$ cat config.mk
export PLATFORM = sky130hd
export DESIGN_NAME = twsc_top
export DESIGN_NICKNAME = d
export VERILOG_FILES = /design/src/twsc_pkg.sv /design/src/twsc_timer.sv /design/src/twsc_top.sv
export SDC_FILE = /design/constraint.sdc
export NUM_CORES = 1
export LEC_CHECK = 0
export BUFFER_PORTS_ARGS = -buffer_cell sky130_fd_sc_hd__buf_2
export CORE_MARGIN = 2
export CORE_UTILIZATION = 55
export DETAILED_ROUTE_END_ITERATION = 12
export GPL_TIMING_DRIVEN = 0
export PLACE_DENSITY = 0.75
export SKIP_CTS_REPAIR_TIMING = 1
export SYNTH_ARGS = -nofsm -noshare
export SYNTH_HDL_FRONTEND = slang
export SYNTH_HIERARCHICAL = 1
export SYNTH_SLANG_ARGS = --single-unit
export TNS_END_PERCENT = 1
$ cat constraint.sdc
create_clock -name ref_clk -period 5 [get_ports ref_clk]
set_input_delay 0.25 -clock ref_clk [delete_from_list [all_inputs] [get_ports ref_clk]]
set_output_delay 0.25 -clock ref_clk [all_outputs]
set_load 0.1 [all_outputs]
$ cat src/twsc_pkg.sv
// Constants and types for the three-wire start/stop control block
package twsc_pkg;
	localparam int CLK_HZ = 125000000;
	localparam int PULSE_MIN_MS = 32;
	// Least time rounds down
	localparam int PULSE_MIN_CYC = (CLK_HZ / 1000) * PULSE_MIN_MS;
	localparam int CNT_W = 22;
	localparam logic [CNT_W-1:0] PULSE_MIN_CNT = CNT_W'(PULSE_MIN_CYC);
	localparam logic [CNT_W-1:0] CNT_ZERO = 22'h000000;
	// Control location selections
	localparam logic [5:0] LOC_THREE_WIRE_CONTACTS = 6'h05;
	localparam logic [5:0] three_wire_contacts_or_panel = 6'h2e;
	// Timer operation modes
	localparam logic [1:0] TMR_MODE_OFF = 2'h0;
	localparam logic [1:0] TMR_MODE_DELAY = 2'h1;
	localparam logic [1:0] TMR_MODE_PULSE = 2'h2;
	localparam logic [1:0] TMR_MODE_THRU = 2'h3;
	localparam int TMR_W = 16;
	localparam logic [TMR_W-1:0] TMR_ZERO = 16'h0000;
	// Motor temperature operation modes
	localparam logic [1:0] TEMP_MODE_OFF = 2'h0;
	localparam logic [1:0] TEMP_MODE_WARN = 2'h1;
	localparam logic [1:0] TEMP_MODE_ERR = 2'h2;
	localparam logic [1:0] TEMP_MODE_BOTH = 2'h3;

	typedef enum logic [3:0] {
		TWSC_IDLE = 4'h1,
		TWSC_ARMED = 4'h2,
		TWSC_CHECK = 4'h4,
		TWSC_RUN = 4'h8
	} twsc_state_t;
endpackage

$ cat src/twsc_timer.sv
// One selectable logic-signal timer
module twsc_timer (
	// Clock and reset
	input wire logic ref_clk,
	input wire logic rstn,
	// Configuration
	input wire logic [1:0] mode,
	input wire logic [15:0] time_cyc,
	// Signal
	input wire logic src,
	output logic q
);
	typedef struct packed {
		logic [15:0] cnt;
		logic src_d;
		logic q;
	} twsc_tmr_st_t;
	twsc_tmr_st_t st_reg, st_next;

	always_comb begin
		st_next = st_reg;
		st_next.src_d = src;
		case (mode)
			twsc_pkg::TMR_MODE_DELAY: begin
				// On-delay: output follows after src held for time_cyc
				if (!src) begin
					st_next.cnt = twsc_pkg::TMR_ZERO;
					st_next.q = 1'b0;
				end else if (st_reg.cnt >= time_cyc) begin
					st_next.q = 1'b1;
				end else begin
					st_next.cnt = st_reg.cnt + 16'h0001;
				end
			end
			twsc_pkg::TMR_MODE_PULSE: begin
				// Rising edge gives a pulse of time_cyc cycles
				if (src && !st_reg.src_d) begin
					st_next.cnt = time_cyc;
					st_next.q = (time_cyc != twsc_pkg::TMR_ZERO);
				end else if (st_reg.cnt > 16'h0001) begin
					st_next.cnt = st_reg.cnt - 16'h0001;
				end else begin
					st_next.cnt = twsc_pkg::TMR_ZERO;
					st_next.q = 1'b0;
				end
			end
			twsc_pkg::TMR_MODE_THRU: begin
				st_next.q = src;
			end
			default: begin
				st_next.cnt = twsc_pkg::TMR_ZERO;
				st_next.q = 1'b0;
			end
		endcase
	end

	always_ff @(posedge ref_clk or negedge rstn) begin
		if (!rstn) begin
			st_reg <= '0;
		end else begin
			st_reg <= st_next;
		end
	end

	assign q = st_reg.q;
endmodule

$ cat src/twsc_top.sv
// Start/stop command logic with three-wire pulse control
// Function
// - The drive is not accelerated until a clockwise or anticlockwise start command arrives.
// - Outside three-wire mode each start input sets the direction and triggers start behaviour, its loss stop behaviour.
// - In three-wire mode a start needs the hold level on and a rising edge on a start input.
// - In three-wire mode an accepted start pulse latches while hold is on and clears when off.
// - In three-wire mode turning the hold level off stops the drive.
// - While running under three-wire control after the pulse check, further start edges are ignored.
// - An accepted start pulse high for less than 32 ms stops the drive.
// - Both start inputs asserted within 32 ms of each other stops the drive.
// - Location selection 5 gives three-wire mode with direction and hold from contacts only.
// - Location selection 46 gives three-wire mode from contacts or the operator panel.
// - A fault is cleared when acknowledged by program command or the acknowledge signal.
// - Two timers each take their own selectable source and their own operation mode.
// - The thermal contact is a threshold input fed to the temperature error/warning handling.
module twsc_top #(
	// Pulse check window in clock cycles
	parameter logic [twsc_pkg::CNT_W-1:0] PULSE_CNT = twsc_pkg::PULSE_MIN_CNT
) (
	// Clock and reset
	input wire logic ref_clk,
	input wire logic rstn,
	// Configuration
	input wire logic [5:0] loc_sel,
	input wire logic [1:0] temp_mode,
	// Contact inputs
	input wire logic start_cw,
	input wire logic start_ccw,
	input wire logic hold_lvl,
	// Operator panel inputs
	input wire logic panel_cw,
	input wire logic panel_ccw,
	input wire logic panel_hold,
	// Fault handling
	input wire logic fault_in,
	input wire logic ack_prog,
	input wire logic ack_sig,
	input wire logic therm_contact,
	// Timers
	input wire logic [7:0] tmr_src_bus,
	input wire logic [2:0] tmr1_sel,
	input wire logic [2:0] tmr2_sel,
	input wire logic [1:0] tmr1_mode,
	input wire logic [1:0] tmr2_mode,
	input wire logic [15:0] tmr1_time,
	input wire logic [15:0] tmr2_time,
	// Drive commands
	output logic run,
	output logic dir_ccw,
	output logic start_req,
	output logic stop_req,
	output logic fault,
	output logic temp_err,
	output logic temp_warn,
	output logic tmr1_out,
	output logic tmr2_out
);
	typedef struct packed {
		twsc_pkg::twsc_state_t state;
		logic [twsc_pkg::CNT_W-1:0] cnt;
		logic cw_d;
		logic ccw_d;
		logic run;
		logic dir_ccw;
		logic start_req;
		logic stop_req;
		logic fault;
		logic temp_err;
		logic temp_warn;
	} twsc_st_t;
	twsc_st_t st_reg, st_next;

	logic three_wire, panel_ok, cw_in, ccw_in, hold_in, cw_rise, ccw_rise;
	logic t1_q, t2_q;

	////////////////////////////////////////////////////////////////
	// Source selection
	always_comb begin
		three_wire = (loc_sel == twsc_pkg::LOC_THREE_WIRE_CONTACTS) ||
			(loc_sel == twsc_pkg::three_wire_contacts_or_panel);
		panel_ok = (loc_sel == twsc_pkg::three_wire_contacts_or_panel);
		cw_in = start_cw || (panel_ok && panel_cw);
		ccw_in = start_ccw || (panel_ok && panel_ccw);
		hold_in = hold_lvl || (panel_ok && panel_hold);
		cw_rise = cw_in && !st_reg.cw_d;
		ccw_rise = ccw_in && !st_reg.ccw_d;
	end

	////////////////////////////////////////////////////////////////
	// Start/stop state machine
	always_comb begin
		st_next = st_reg;
		st_next.cw_d = cw_in;
		st_next.ccw_d = ccw_in;
		st_next.start_req = 1'b0;
		st_next.stop_req = 1'b0;
		if (fault_in) begin
			st_next.fault = 1'b1;
		end else if (ack_prog || ack_sig) begin
			st_next.fault = 1'b0;
		end
		st_next.temp_err = therm_contact && temp_mode[1];
		st_next.temp_warn = therm_contact && temp_mode[0];
		if (!three_wire) begin
			// Plain start commands, level driven
			st_next.state = twsc_pkg::TWSC_IDLE;
			st_next.cnt = twsc_pkg::CNT_ZERO;
			if ((cw_in ^ ccw_in) && !st_reg.fault) begin
				if (!st_reg.run || st_reg.dir_ccw != ccw_in) begin
					st_next.start_req = 1'b1;
				end
				st_next.run = 1'b1;
				st_next.dir_ccw = ccw_in;
			end else begin
				if (st_reg.run) begin
					st_next.stop_req = 1'b1;
				end
				st_next.run = 1'b0;
			end
		end else begin
			case (st_reg.state)
				twsc_pkg::TWSC_IDLE: begin
					st_next.stop_req = st_reg.run;
					st_next.run = 1'b0;
					if (hold_in) begin
						st_next.state = twsc_pkg::TWSC_ARMED;
					end
				end
				twsc_pkg::TWSC_ARMED: begin
					if (!hold_in) begin
						st_next.state = twsc_pkg::TWSC_IDLE;
					end else if ((cw_rise || ccw_rise) && !st_reg.fault) begin
						st_next.state = twsc_pkg::TWSC_CHECK;
						st_next.run = 1'b1;
						st_next.start_req = 1'b1;
						st_next.dir_ccw = ccw_rise && !cw_rise;
						// Accept edge and last sample both lie inside the window
						st_next.cnt = PULSE_CNT - 22'h000002;
					end
				end
				twsc_pkg::TWSC_CHECK: begin
					if (!hold_in || st_reg.fault) begin
						st_next.state = twsc_pkg::TWSC_IDLE;
						st_next.run = 1'b0;
						st_next.stop_req = 1'b1;
					end else if (cw_in && ccw_in) begin
						st_next.state = twsc_pkg::TWSC_IDLE;
						st_next.run = 1'b0;
						st_next.stop_req = 1'b1;
					end else if (!(st_reg.dir_ccw ? ccw_in : cw_in)) begin
						st_next.state = twsc_pkg::TWSC_IDLE;
						st_next.run = 1'b0;
						st_next.stop_req = 1'b1;
					end else if (st_reg.cnt == twsc_pkg::CNT_ZERO) begin
						st_next.state = twsc_pkg::TWSC_RUN;
					end else begin
						st_next.cnt = st_reg.cnt - 22'h000001;
					end
				end
				twsc_pkg::TWSC_RUN: begin
					// Edges on start inputs have no effect here
					if (!hold_in || st_reg.fault) begin
						st_next.state = twsc_pkg::TWSC_IDLE;
						st_next.run = 1'b0;
						st_next.stop_req = 1'b1;
					end
				end
				default: begin
					st_next.state = twsc_pkg::TWSC_IDLE;
					st_next.run = 1'b0;
				end
			endcase
		end
	end

	always_ff @(posedge ref_clk or negedge rstn) begin
		if (!rstn) begin
			st_reg <= '{state: twsc_pkg::TWSC_IDLE, default: '0};
		end else begin
			st_reg <= st_next;
		end
	end

	////////////////////////////////////////////////////////////////
	// Timers
	twsc_timer u_tmr1 (
		.ref_clk(ref_clk),
		.rstn(rstn),
		.mode(tmr1_mode),
		.time_cyc(tmr1_time),
		.src(tmr_src_bus[tmr1_sel]),
		.q(t1_q)
	);
	twsc_timer u_tmr2 (
		.ref_clk(ref_clk),
		.rstn(rstn),
		.mode(tmr2_mode),
		.time_cyc(tmr2_time),
		.src(tmr_src_bus[tmr2_sel]),
		.q(t2_q)
	);

	assign run = st_reg.run;
	assign dir_ccw = st_reg.dir_ccw;
	assign start_req = st_reg.start_req;
	assign stop_req = st_reg.stop_req;
	assign fault = st_reg.fault;
	assign temp_err = st_reg.temp_err;
	assign temp_warn = st_reg.temp_warn;
	assign tmr1_out = t1_q;
	assign tmr2_out = t2_q;

	////////////////////////////////////////////////////////////////
	// Checks
	chk_run_needs_start: assert property (@(posedge ref_clk) disable iff (!rstn)
		$rose(run) |-> $past(cw_in || ccw_in))
		else $error("run rose without start input");
	chk_start_needs_hold: assert property (@(posedge ref_clk) disable iff (!rstn)
		(three_wire && $rose(run)) |-> $past(hold_in && (cw_rise || ccw_rise)))
		else $error("three-wire start without hold and edge");
	chk_hold_off_stops: assert property (@(posedge ref_clk) disable iff (!rstn)
		(three_wire && run && !hold_in) |=> !run)
		else $error("run survived hold release");
	chk_latch_holds: assert property (@(posedge ref_clk) disable iff (!rstn)
		(three_wire && st_reg.state == twsc_pkg::TWSC_RUN && hold_in && !st_reg.fault)
		|=> run)
		else $error("latch lost with hold on");
	chk_edges_ignored: assert property (@(posedge ref_clk) disable iff (!rstn)
		(three_wire && st_reg.state == twsc_pkg::TWSC_RUN && hold_in && !st_reg.fault
		&& (cw_rise || ccw_rise)) |=> (run && $stable(dir_ccw)))
		else $error("edge acted while running");
	chk_short_pulse: assert property (@(posedge ref_clk) disable iff (!rstn)
		(three_wire && st_reg.state == twsc_pkg::TWSC_CHECK && hold_in && !st_reg.fault
		&& !(cw_in && ccw_in) && !(dir_ccw ? ccw_in : cw_in)) |=> (!run && stop_req))
		else $error("short pulse did not stop");
	chk_both_inputs: assert property (@(posedge ref_clk) disable iff (!rstn)
		(three_wire && st_reg.state == twsc_pkg::TWSC_CHECK && cw_in && ccw_in)
		|=> (!run && stop_req))
		else $error("both inputs did not stop");
	chk_fault_ack: assert property (@(posedge ref_clk) disable iff (!rstn)
		(fault && !fault_in && (ack_prog || ack_sig)) |=> !fault)
		else $error("fault not cleared on ack");
	chk_panel_blocked: assert property (@(posedge ref_clk) disable iff (!rstn)
		(loc_sel == twsc_pkg::LOC_THREE_WIRE_CONTACTS && !start_cw && !start_ccw)
		|-> (!cw_in && !ccw_in))
		else $error("panel input used in contacts-only mode");
	chk_temp_pass: assert property (@(posedge ref_clk) disable iff (!rstn)
		1'b1 |=> (temp_err == $past(therm_contact && temp_mode[1])))
		else $error("thermal error not passed on");
	chk_plain_go: assert property (@(posedge ref_clk) disable iff (!rstn)
		(!three_wire && (cw_in ^ ccw_in) && !st_reg.fault)
		|=> (run && (dir_ccw == $past(ccw_in))))
		else $error("plain start not taken");
	chk_plain_halt: assert property (@(posedge ref_clk) disable iff (!rstn)
		(!three_wire && run && (!(cw_in ^ ccw_in) || st_reg.fault))
		|=> (!run && stop_req))
		else $error("plain stop not taken");
	chk_plain_redir: assert property (@(posedge ref_clk) disable iff (!rstn)
		(!three_wire && run && (cw_in ^ ccw_in) && !st_reg.fault && (dir_ccw != ccw_in))
		|=> start_req)
		else $error("direction change gave no start");
	chk_rise_start: assert property (@(posedge ref_clk) disable iff (!rstn)
		$rose(run) |-> start_req)
		else $error("run rose without start request");
	chk_fall_stop: assert property (@(posedge ref_clk) disable iff (!rstn)
		$fell(run) |-> stop_req)
		else $error("run fell without stop request");
	chk_armed_only: assert property (@(posedge ref_clk) disable iff (!rstn)
		(three_wire && st_reg.state != twsc_pkg::TWSC_ARMED)
		|=> !start_req)
		else $error("three-wire start outside armed state");
	chk_check_to_run: assert property (@(posedge ref_clk) disable iff (!rstn)
		(three_wire && st_reg.state == twsc_pkg::TWSC_CHECK && hold_in && !st_reg.fault
		&& !(cw_in && ccw_in) && (dir_ccw ? ccw_in : cw_in)
		&& st_reg.cnt == twsc_pkg::CNT_ZERO)
		|=> (run && st_reg.state == twsc_pkg::TWSC_RUN))
		else $error("full-length pulse did not run");
	chk_window_counts: assert property (@(posedge ref_clk) disable iff (!rstn)
		(three_wire && st_reg.state == twsc_pkg::TWSC_CHECK && hold_in && !st_reg.fault
		&& !(cw_in && ccw_in) && (dir_ccw ? ccw_in : cw_in)
		&& st_reg.cnt != twsc_pkg::CNT_ZERO)
		|=> (st_reg.cnt == $past(st_reg.cnt) - 22'h000001))
		else $error("pulse window count skipped");
	chk_window_load: assert property (@(posedge ref_clk) disable iff (!rstn)
		(three_wire && st_reg.state == twsc_pkg::TWSC_CHECK && start_req)
		|-> (st_reg.cnt == PULSE_CNT - 22'h000002))
		else $error("pulse window not loaded on start");
	chk_ccw_accept: assert property (@(posedge ref_clk) disable iff (!rstn)
		(three_wire && st_reg.state == twsc_pkg::TWSC_ARMED && hold_in && !st_reg.fault
		&& ccw_rise && !cw_rise) |=> (run && dir_ccw))
		else $error("anticlockwise start not taken");
	chk_latch_clears: assert property (@(posedge ref_clk) disable iff (!rstn)
		(three_wire && !hold_in) |=> (st_reg.state == twsc_pkg::TWSC_IDLE))
		else $error("latch kept after hold release");
	chk_panel_used: assert property (@(posedge ref_clk) disable iff (!rstn)
		(loc_sel == twsc_pkg::three_wire_contacts_or_panel && panel_cw && panel_hold)
		|-> (cw_in && hold_in))
		else $error("panel input ignored in panel mode");
	chk_fault_sets: assert property (@(posedge ref_clk) disable iff (!rstn)
		fault_in |=> fault)
		else $error("fault not recorded");
	chk_fault_holds: assert property (@(posedge ref_clk) disable iff (!rstn)
		(fault && !ack_prog && !ack_sig) |=> fault)
		else $error("fault cleared without ack");
	chk_warn_pass: assert property (@(posedge ref_clk) disable iff (!rstn)
		1'b1 |=> (temp_warn == $past(therm_contact && temp_mode[0])))
		else $error("thermal warning not passed on");
	chk_timer_thru: assert property (@(posedge ref_clk) disable iff (!rstn)
		(tmr1_mode == twsc_pkg::TMR_MODE_THRU)
		|=> (tmr1_out == $past(tmr_src_bus[tmr1_sel])))
		else $error("timer one pass-through wrong");
endmodule

* Word level (Yosys, flattened, before mapping)
Cells that the tools add are included.
** Word-level totals
- Flip-flop bits (word level) :: 71
- Word-level logic and storage cells :: 169
** Operators by class
- Reduce and logical (&&, ||, !) cells :: 42
- Magnitude comparators :: 6
- Add/sub/neg operators :: 5
- Bitwise logic cells :: 3
- Equality and inequality tests :: 34
- Mux-type cells :: 62
** Operators by type and width (number)
- 16-bit two-way mux :: 8
- 22-bit two-way mux :: 5
- 16-bit one-hot mux with 3 select lines :: 2
- 26-bit two-way mux :: 2
- 22-bit one-hot mux with 2 select lines :: 1
- 3-bit inequality test (second input constant) :: 12
- 16-bit by 1-bit adder with 16-bit output (second input constant) :: 2
- 16-bit >= comparator :: 2
- 16-bit by 1-bit greater-than comparator with 1-bit output (second input constant) :: 2
- 4-bit two-way mux :: 8
- 16-bit nonzero test :: 2
- 16-bit by 1-bit subtractor with 16-bit output (second input constant) :: 2
- 1-bit two-way mux :: 25
- 22-bit zero test :: 1
- 22-bit by 1-bit subtractor with 22-bit output (second input constant) :: 1
- 4-bit one-hot mux with 4 select lines :: 1
- 1-bit logical AND :: 13
- 1-bit one-hot mux with 3 select lines :: 4
- 4-bit AND reduction :: 3
- 2-bit == test (second input constant) :: 4
- 1-bit zero test :: 8
- 1-bit logical OR :: 8
- 3-bit by 4-bit < comparator with 1-bit output (second input constant) :: 2
- 2-bit AND reduction :: 4
- 21 further kinds :: 30

* Logic depth before layout (Yosys ltp)
- Depth after elaboration :: 10
- Gate-level depth with buffers :: 12

* Modules after synthesis
Netlist, hierarchy kept.
** By module, submodules not included
- twsc_timer :: area an instance 2192.1 µm², cells an instance 278, instances 2, sequential area each 450.4 µm²
- twsc_top :: area an instance 2398.6 µm², cells an instance 270, instances 1, sequential area each 877.1 µm²

* Worst setup path before layout
OpenSTA, ideal clock, no wires.
- Kind :: register to register
- Start :: register st_reg (netlist bit dir_ccw)
- End :: register, netlist name st_reg[23]
- Setup slack :: 2.400 ns
- Arrival :: 2.518 ns
- Period minus slack after synthesis :: 2.600 ns
- Cell stages (with the launch flop) :: 7
- Library setup time :: 0.082 ns
- Cells stage by stage :: dfrtp_1 -> and4b_1 -> a21oi_1 -> a2111o_1 -> or3_1 -> or3_1 -> a31oi_1
** RTL lines
- from (decl) :: RTL line twsc_top.sv:71 : twsc_st_t st_reg, st_next;
- from (signal assigned) :: RTL line twsc_top.sv:180 : st_reg <= st_next;

* Final worst setup path
- Start :: register u_tmr1/st_reg[2] (netlist name)
- End :: register u_tmr1/st_reg[7] (netlist name)
** Between the ends
- Cells in the longest elaborated chain, start to end :: 4
** RTL lines
- from (decl) :: RTL line twsc_timer.sv:18 : twsc_tmr_st_t st_reg, st_next;
- from (signal assigned) :: RTL line twsc_timer.sv:61 : st_reg <= st_next;
- 16-bit by 1-bit subtractor with 16-bit output, or another cell as far along :: RTL line twsc_timer.sv:41 : st_next.cnt = st_reg.cnt - 16'h0001;
- 16-bit two-way mux (on tied branches) :: RTL line twsc_timer.sv:40, twsc_timer.sv:29
- 16-bit two-way mux (on tied branches) :: RTL line twsc_timer.sv:37, twsc_timer.sv:26
- 16-bit one-hot mux with 3 select lines :: RTL line twsc_timer.sv:23 : case (mode)
Parallel ways exist; a longest one is shown, timed or not. The select of a mux whose other input is x is not followed.
A chain may end at the register's enable or synchronous reset.

==> impl_metrics.env <==
export IMPL_cp_data_arrival_time_ps=3370
export IMPL_leakagePower_nw=3.45
export IMPL_grt_start_max_net_pins=51
export IMPL_synth_ff_type="dfrtp_1"
export IMPL_drv_slew=0
export IMPL_htreeDepth=3
export IMPL_crit_start="u_tmr1/st_reg[2]"
export IMPL_start_kind="flop"
export IMPL_p_total_mw=2.46
export IMPL_setup_viol=0
export IMPL_stdcell_count=1069
export IMPL_postLayoutSetupSlackWorst_ps=1880
export IMPL_worst_pin_slew_ps=869
export IMPL_fin_crit_ps=3120
export IMPL_dpl_worst_slack_ps=1970
export IMPL_cellPowerDensity_nw_per_um2=320
export IMPL_vias=7167
export IMPL_synth_top_area_cell="dfrtp_1"
export IMPL_syn_area_per_cell_um2=8.21
export IMPL_synth_xor_area_frac=0.0336
export IMPL_timing_hold_worst_start="fault_in"
export IMPL_crit_type="flop to flop"
export IMPL_grt_setup_unrepaired="no"
export IMPL_synthesis_area_um2=6780
export IMPL_rr_worst_depth=9
export IMPL_fin_crit_sh=0.623
export IMPL_largest_reg_flops=28
export IMPL_critPathRequiredTime_ps=5250
export IMPL_synth_most_common_cell="dfrtp_1"
export IMPL_syn_inst=826
export IMPL_hp_class="input pin to flop"
export IMPL_drt_first_pass_iters=7
export IMPL_via_per_inst=6.70
export IMPL_clkSinkCount=71
export IMPL_die_area_um2=13200
export IMPL_synth_fa_ha_area_frac=0.0904
export IMPL_areaGrowthSynthToFinish_pct=13.4
export IMPL_yosys_top_cells_count="dfrtp_1 (70), a21oi_1 (66), inv_1 (57), nand2_1 (54), o21ai_0 (51)"
export IMPL_seqCellArea_um2=1780
export IMPL_insertion_delay_ps=350
export IMPL_fp_row_count=40
export IMPL_diodes=0
export IMPL_hold_viol_final=0
export IMPL_ys_types=81
export IMPL_cap_viol_max_count=0
export IMPL_tritoncts="built"
export IMPL_multi_input_area_um2=4590
export IMPL_nFillCells=1042
export IMPL_nets=1036
export IMPL_ff2ff_setup_slack_ps=1880
export IMPL_ys_ff_latch=71
export IMPL_grt_pass1_wl_um=34000
export IMPL_dpl_hpwl_um=15700
export IMPL_fin_skew_ps=9.96
export IMPL_cts_made_buffers=9
export IMPL_cts_buffer_depth=2
export IMPL_max_slew_margin=0.415
export IMPL_synth_compound_area_frac=0.286
export IMPL_cts_root_buf="clkbuf_16"
export IMPL_initial_core_util=0.565
export IMPL_synth_top_area_frac=0.258
export IMPL_syn_nets=945
export IMPL_port_buffers=78
export IMPL_wl_um=21000
export IMPL_die_h_um=115
export IMPL_synth_area_mux_share=0.0295
export IMPL_synth_warnings=6
export IMPL_r2r_end="u_tmr1/st_reg[7]"
export IMPL_routabilityCongestion=0.977
export IMPL_ir_drop_mv=0.253
export IMPL_synth_top_family_by_area="compound AO/OA/AOI/OAI gates"
export IMPL_setup_tns_final_ps=0
export IMPL_io_pin_count=79
export IMPL_seq_area_frac_synth=0.262
export IMPL_synth_edf_count=0
export IMPL_critPathMaxFanout=9
export IMPL_timing_rr_start="u_tmr1/st_reg[2]"
export IMPL_grt_total_usage=0.324
export IMPL_drc=0
export IMPL_end_kind="flop"
export IMPL_finalCoreUtilization=0.640
export IMPL_core_area_um2=12000
export IMPL_grt_ovfl_total=0
export IMPL_clock_fmax_ghz=0.321
export IMPL_grt_pass1_vias=6955
export IMPL_min_to="fault"
export IMPL_routedWlPerCell_um=19.7
export IMPL_drive_above_1_share=0.159
export IMPL_synthSimpleGateAreaFrac=0.236
export IMPL_clk_pin_slew_worst_paths_ps=60
export IMPL_drt_initial_drc_count=656
export IMPL_status="finished, final reports clean"
export IMPL_die_w_um=115
export IMPL_postRouteAntennaNets=0
export IMPL_dp_cells=1052
export IMPL_synth_area_leaders="dfrtp_1 (26%), ha_1 (9.0%), a21oi_1 (4.9%)"
export IMPL_holdPathStages=2
export IMPL_async_flop_share=1.00
export IMPL_antenna_found_initial=0
-- worst max-delay path: stages, from the launching register on --
cell       delay [ps]
dfrtp_1           380
buf_2             230
inv_1              80
ha_1              290
nand2b_4          150
a2111oi_4         330
o21ai_1           200
a2111oi_4         640
o21ai_1           420
o2bb2ai_1         280
-- per-stage QoR --
step,hold slack (ps),cell area (µm²)
floorplan,-45.6,6780
global placement,432,7360
detailed placement,189,7390
CTS,-180,7680
global route,99.8,7690
finish,81.7,7690
-- power by group --
group / total [mW] / leakage, nW / switching, mW / internal (mW)
sequential: 0.695 / 0.962 / 0.0695 / 0.626
clock: 0.651 / 0.136 / 0.264 / 0.387
combinational: 1.11 / 2.35 / 0.704 / 0.410
total: 2.46 / 3.45 / 1.04 / 1.42
-- cells in the final DEF (no fill, tap or decap), drive strengths merged, types with 16 or more instances in the layout --
cell    netlist  routed
buf          13      92
xnor2        22      22
nand2b       16      16
dfrtp        70      70
a21oi        67      67
ha           49      49
a22o         16      16
nor4         28      28
nand2        55      55
inv          58      58
nand3        24      24
nor3         33      33
o21ai        71      71
nor2         50      50
nand4        16      16
clkbuf       32      43
-- metal layers --
| layer | part of all wire | vias to the layer above | GRT usage |
|---|---|---|---|
| li1 | - | 3313 | - |
| met3 | 0.090 | 54 | 0.0532 |
| met4 | 0.031 | 0 | 0.168 |
| met1 | 0.41 | 3397 | 0.418 |
| met5 | 0 | - | 0 |
| met2 | 0.47 | 403 | 0.524 |
-- cell type report --
| type | instances | share of cell area |
|---|---|---|
| multi-input cells | 652 | 0.597 |
| flip-flops and latches | 71 | 0.231 |
| repair buffers | 80 | 0.0560 |
| clock buffers | 11 | 0.0303 |
| inverters | 58 | 0.0283 |
| plain buffers | 45 | 0.0260 |
| well taps | 147 | 0.0239 |
| clock inverters | 5 | 0.00765 |
-- cell families (layout without fill, tap and decap cells) --
| logic type | Yosys count | count (layout) |
|---|---|---|
| AND/OR/NAND/NOR | 285 | 285 |
| AO/OA/AOI/OAI | 278 | 278 |
| buffers and inverters | 103 | 199 |
| flip-flops | 71 | 71 |
| adder cells (fa/ha/maj) | 49 | 49 |
| XOR/XNOR | 26 | 26 |
| multiplexers | 14 | 14 |
-- worst max-delay path by stage --
stage	cells past startpoint	slack [ps]	end
detailed placement	9	1970	u_tmr1/st_reg[7]
CTS	9	1950	u_tmr1/st_reg[7]
global placement	9	2000	u_tmr1/st_reg[8]
finish	9	1880	u_tmr1/st_reg[7]
floorplan	6	2400	st_reg[23]
global route	9	1770	u_tmr1/st_reg[7]
(Power assumes the default switching activity.)
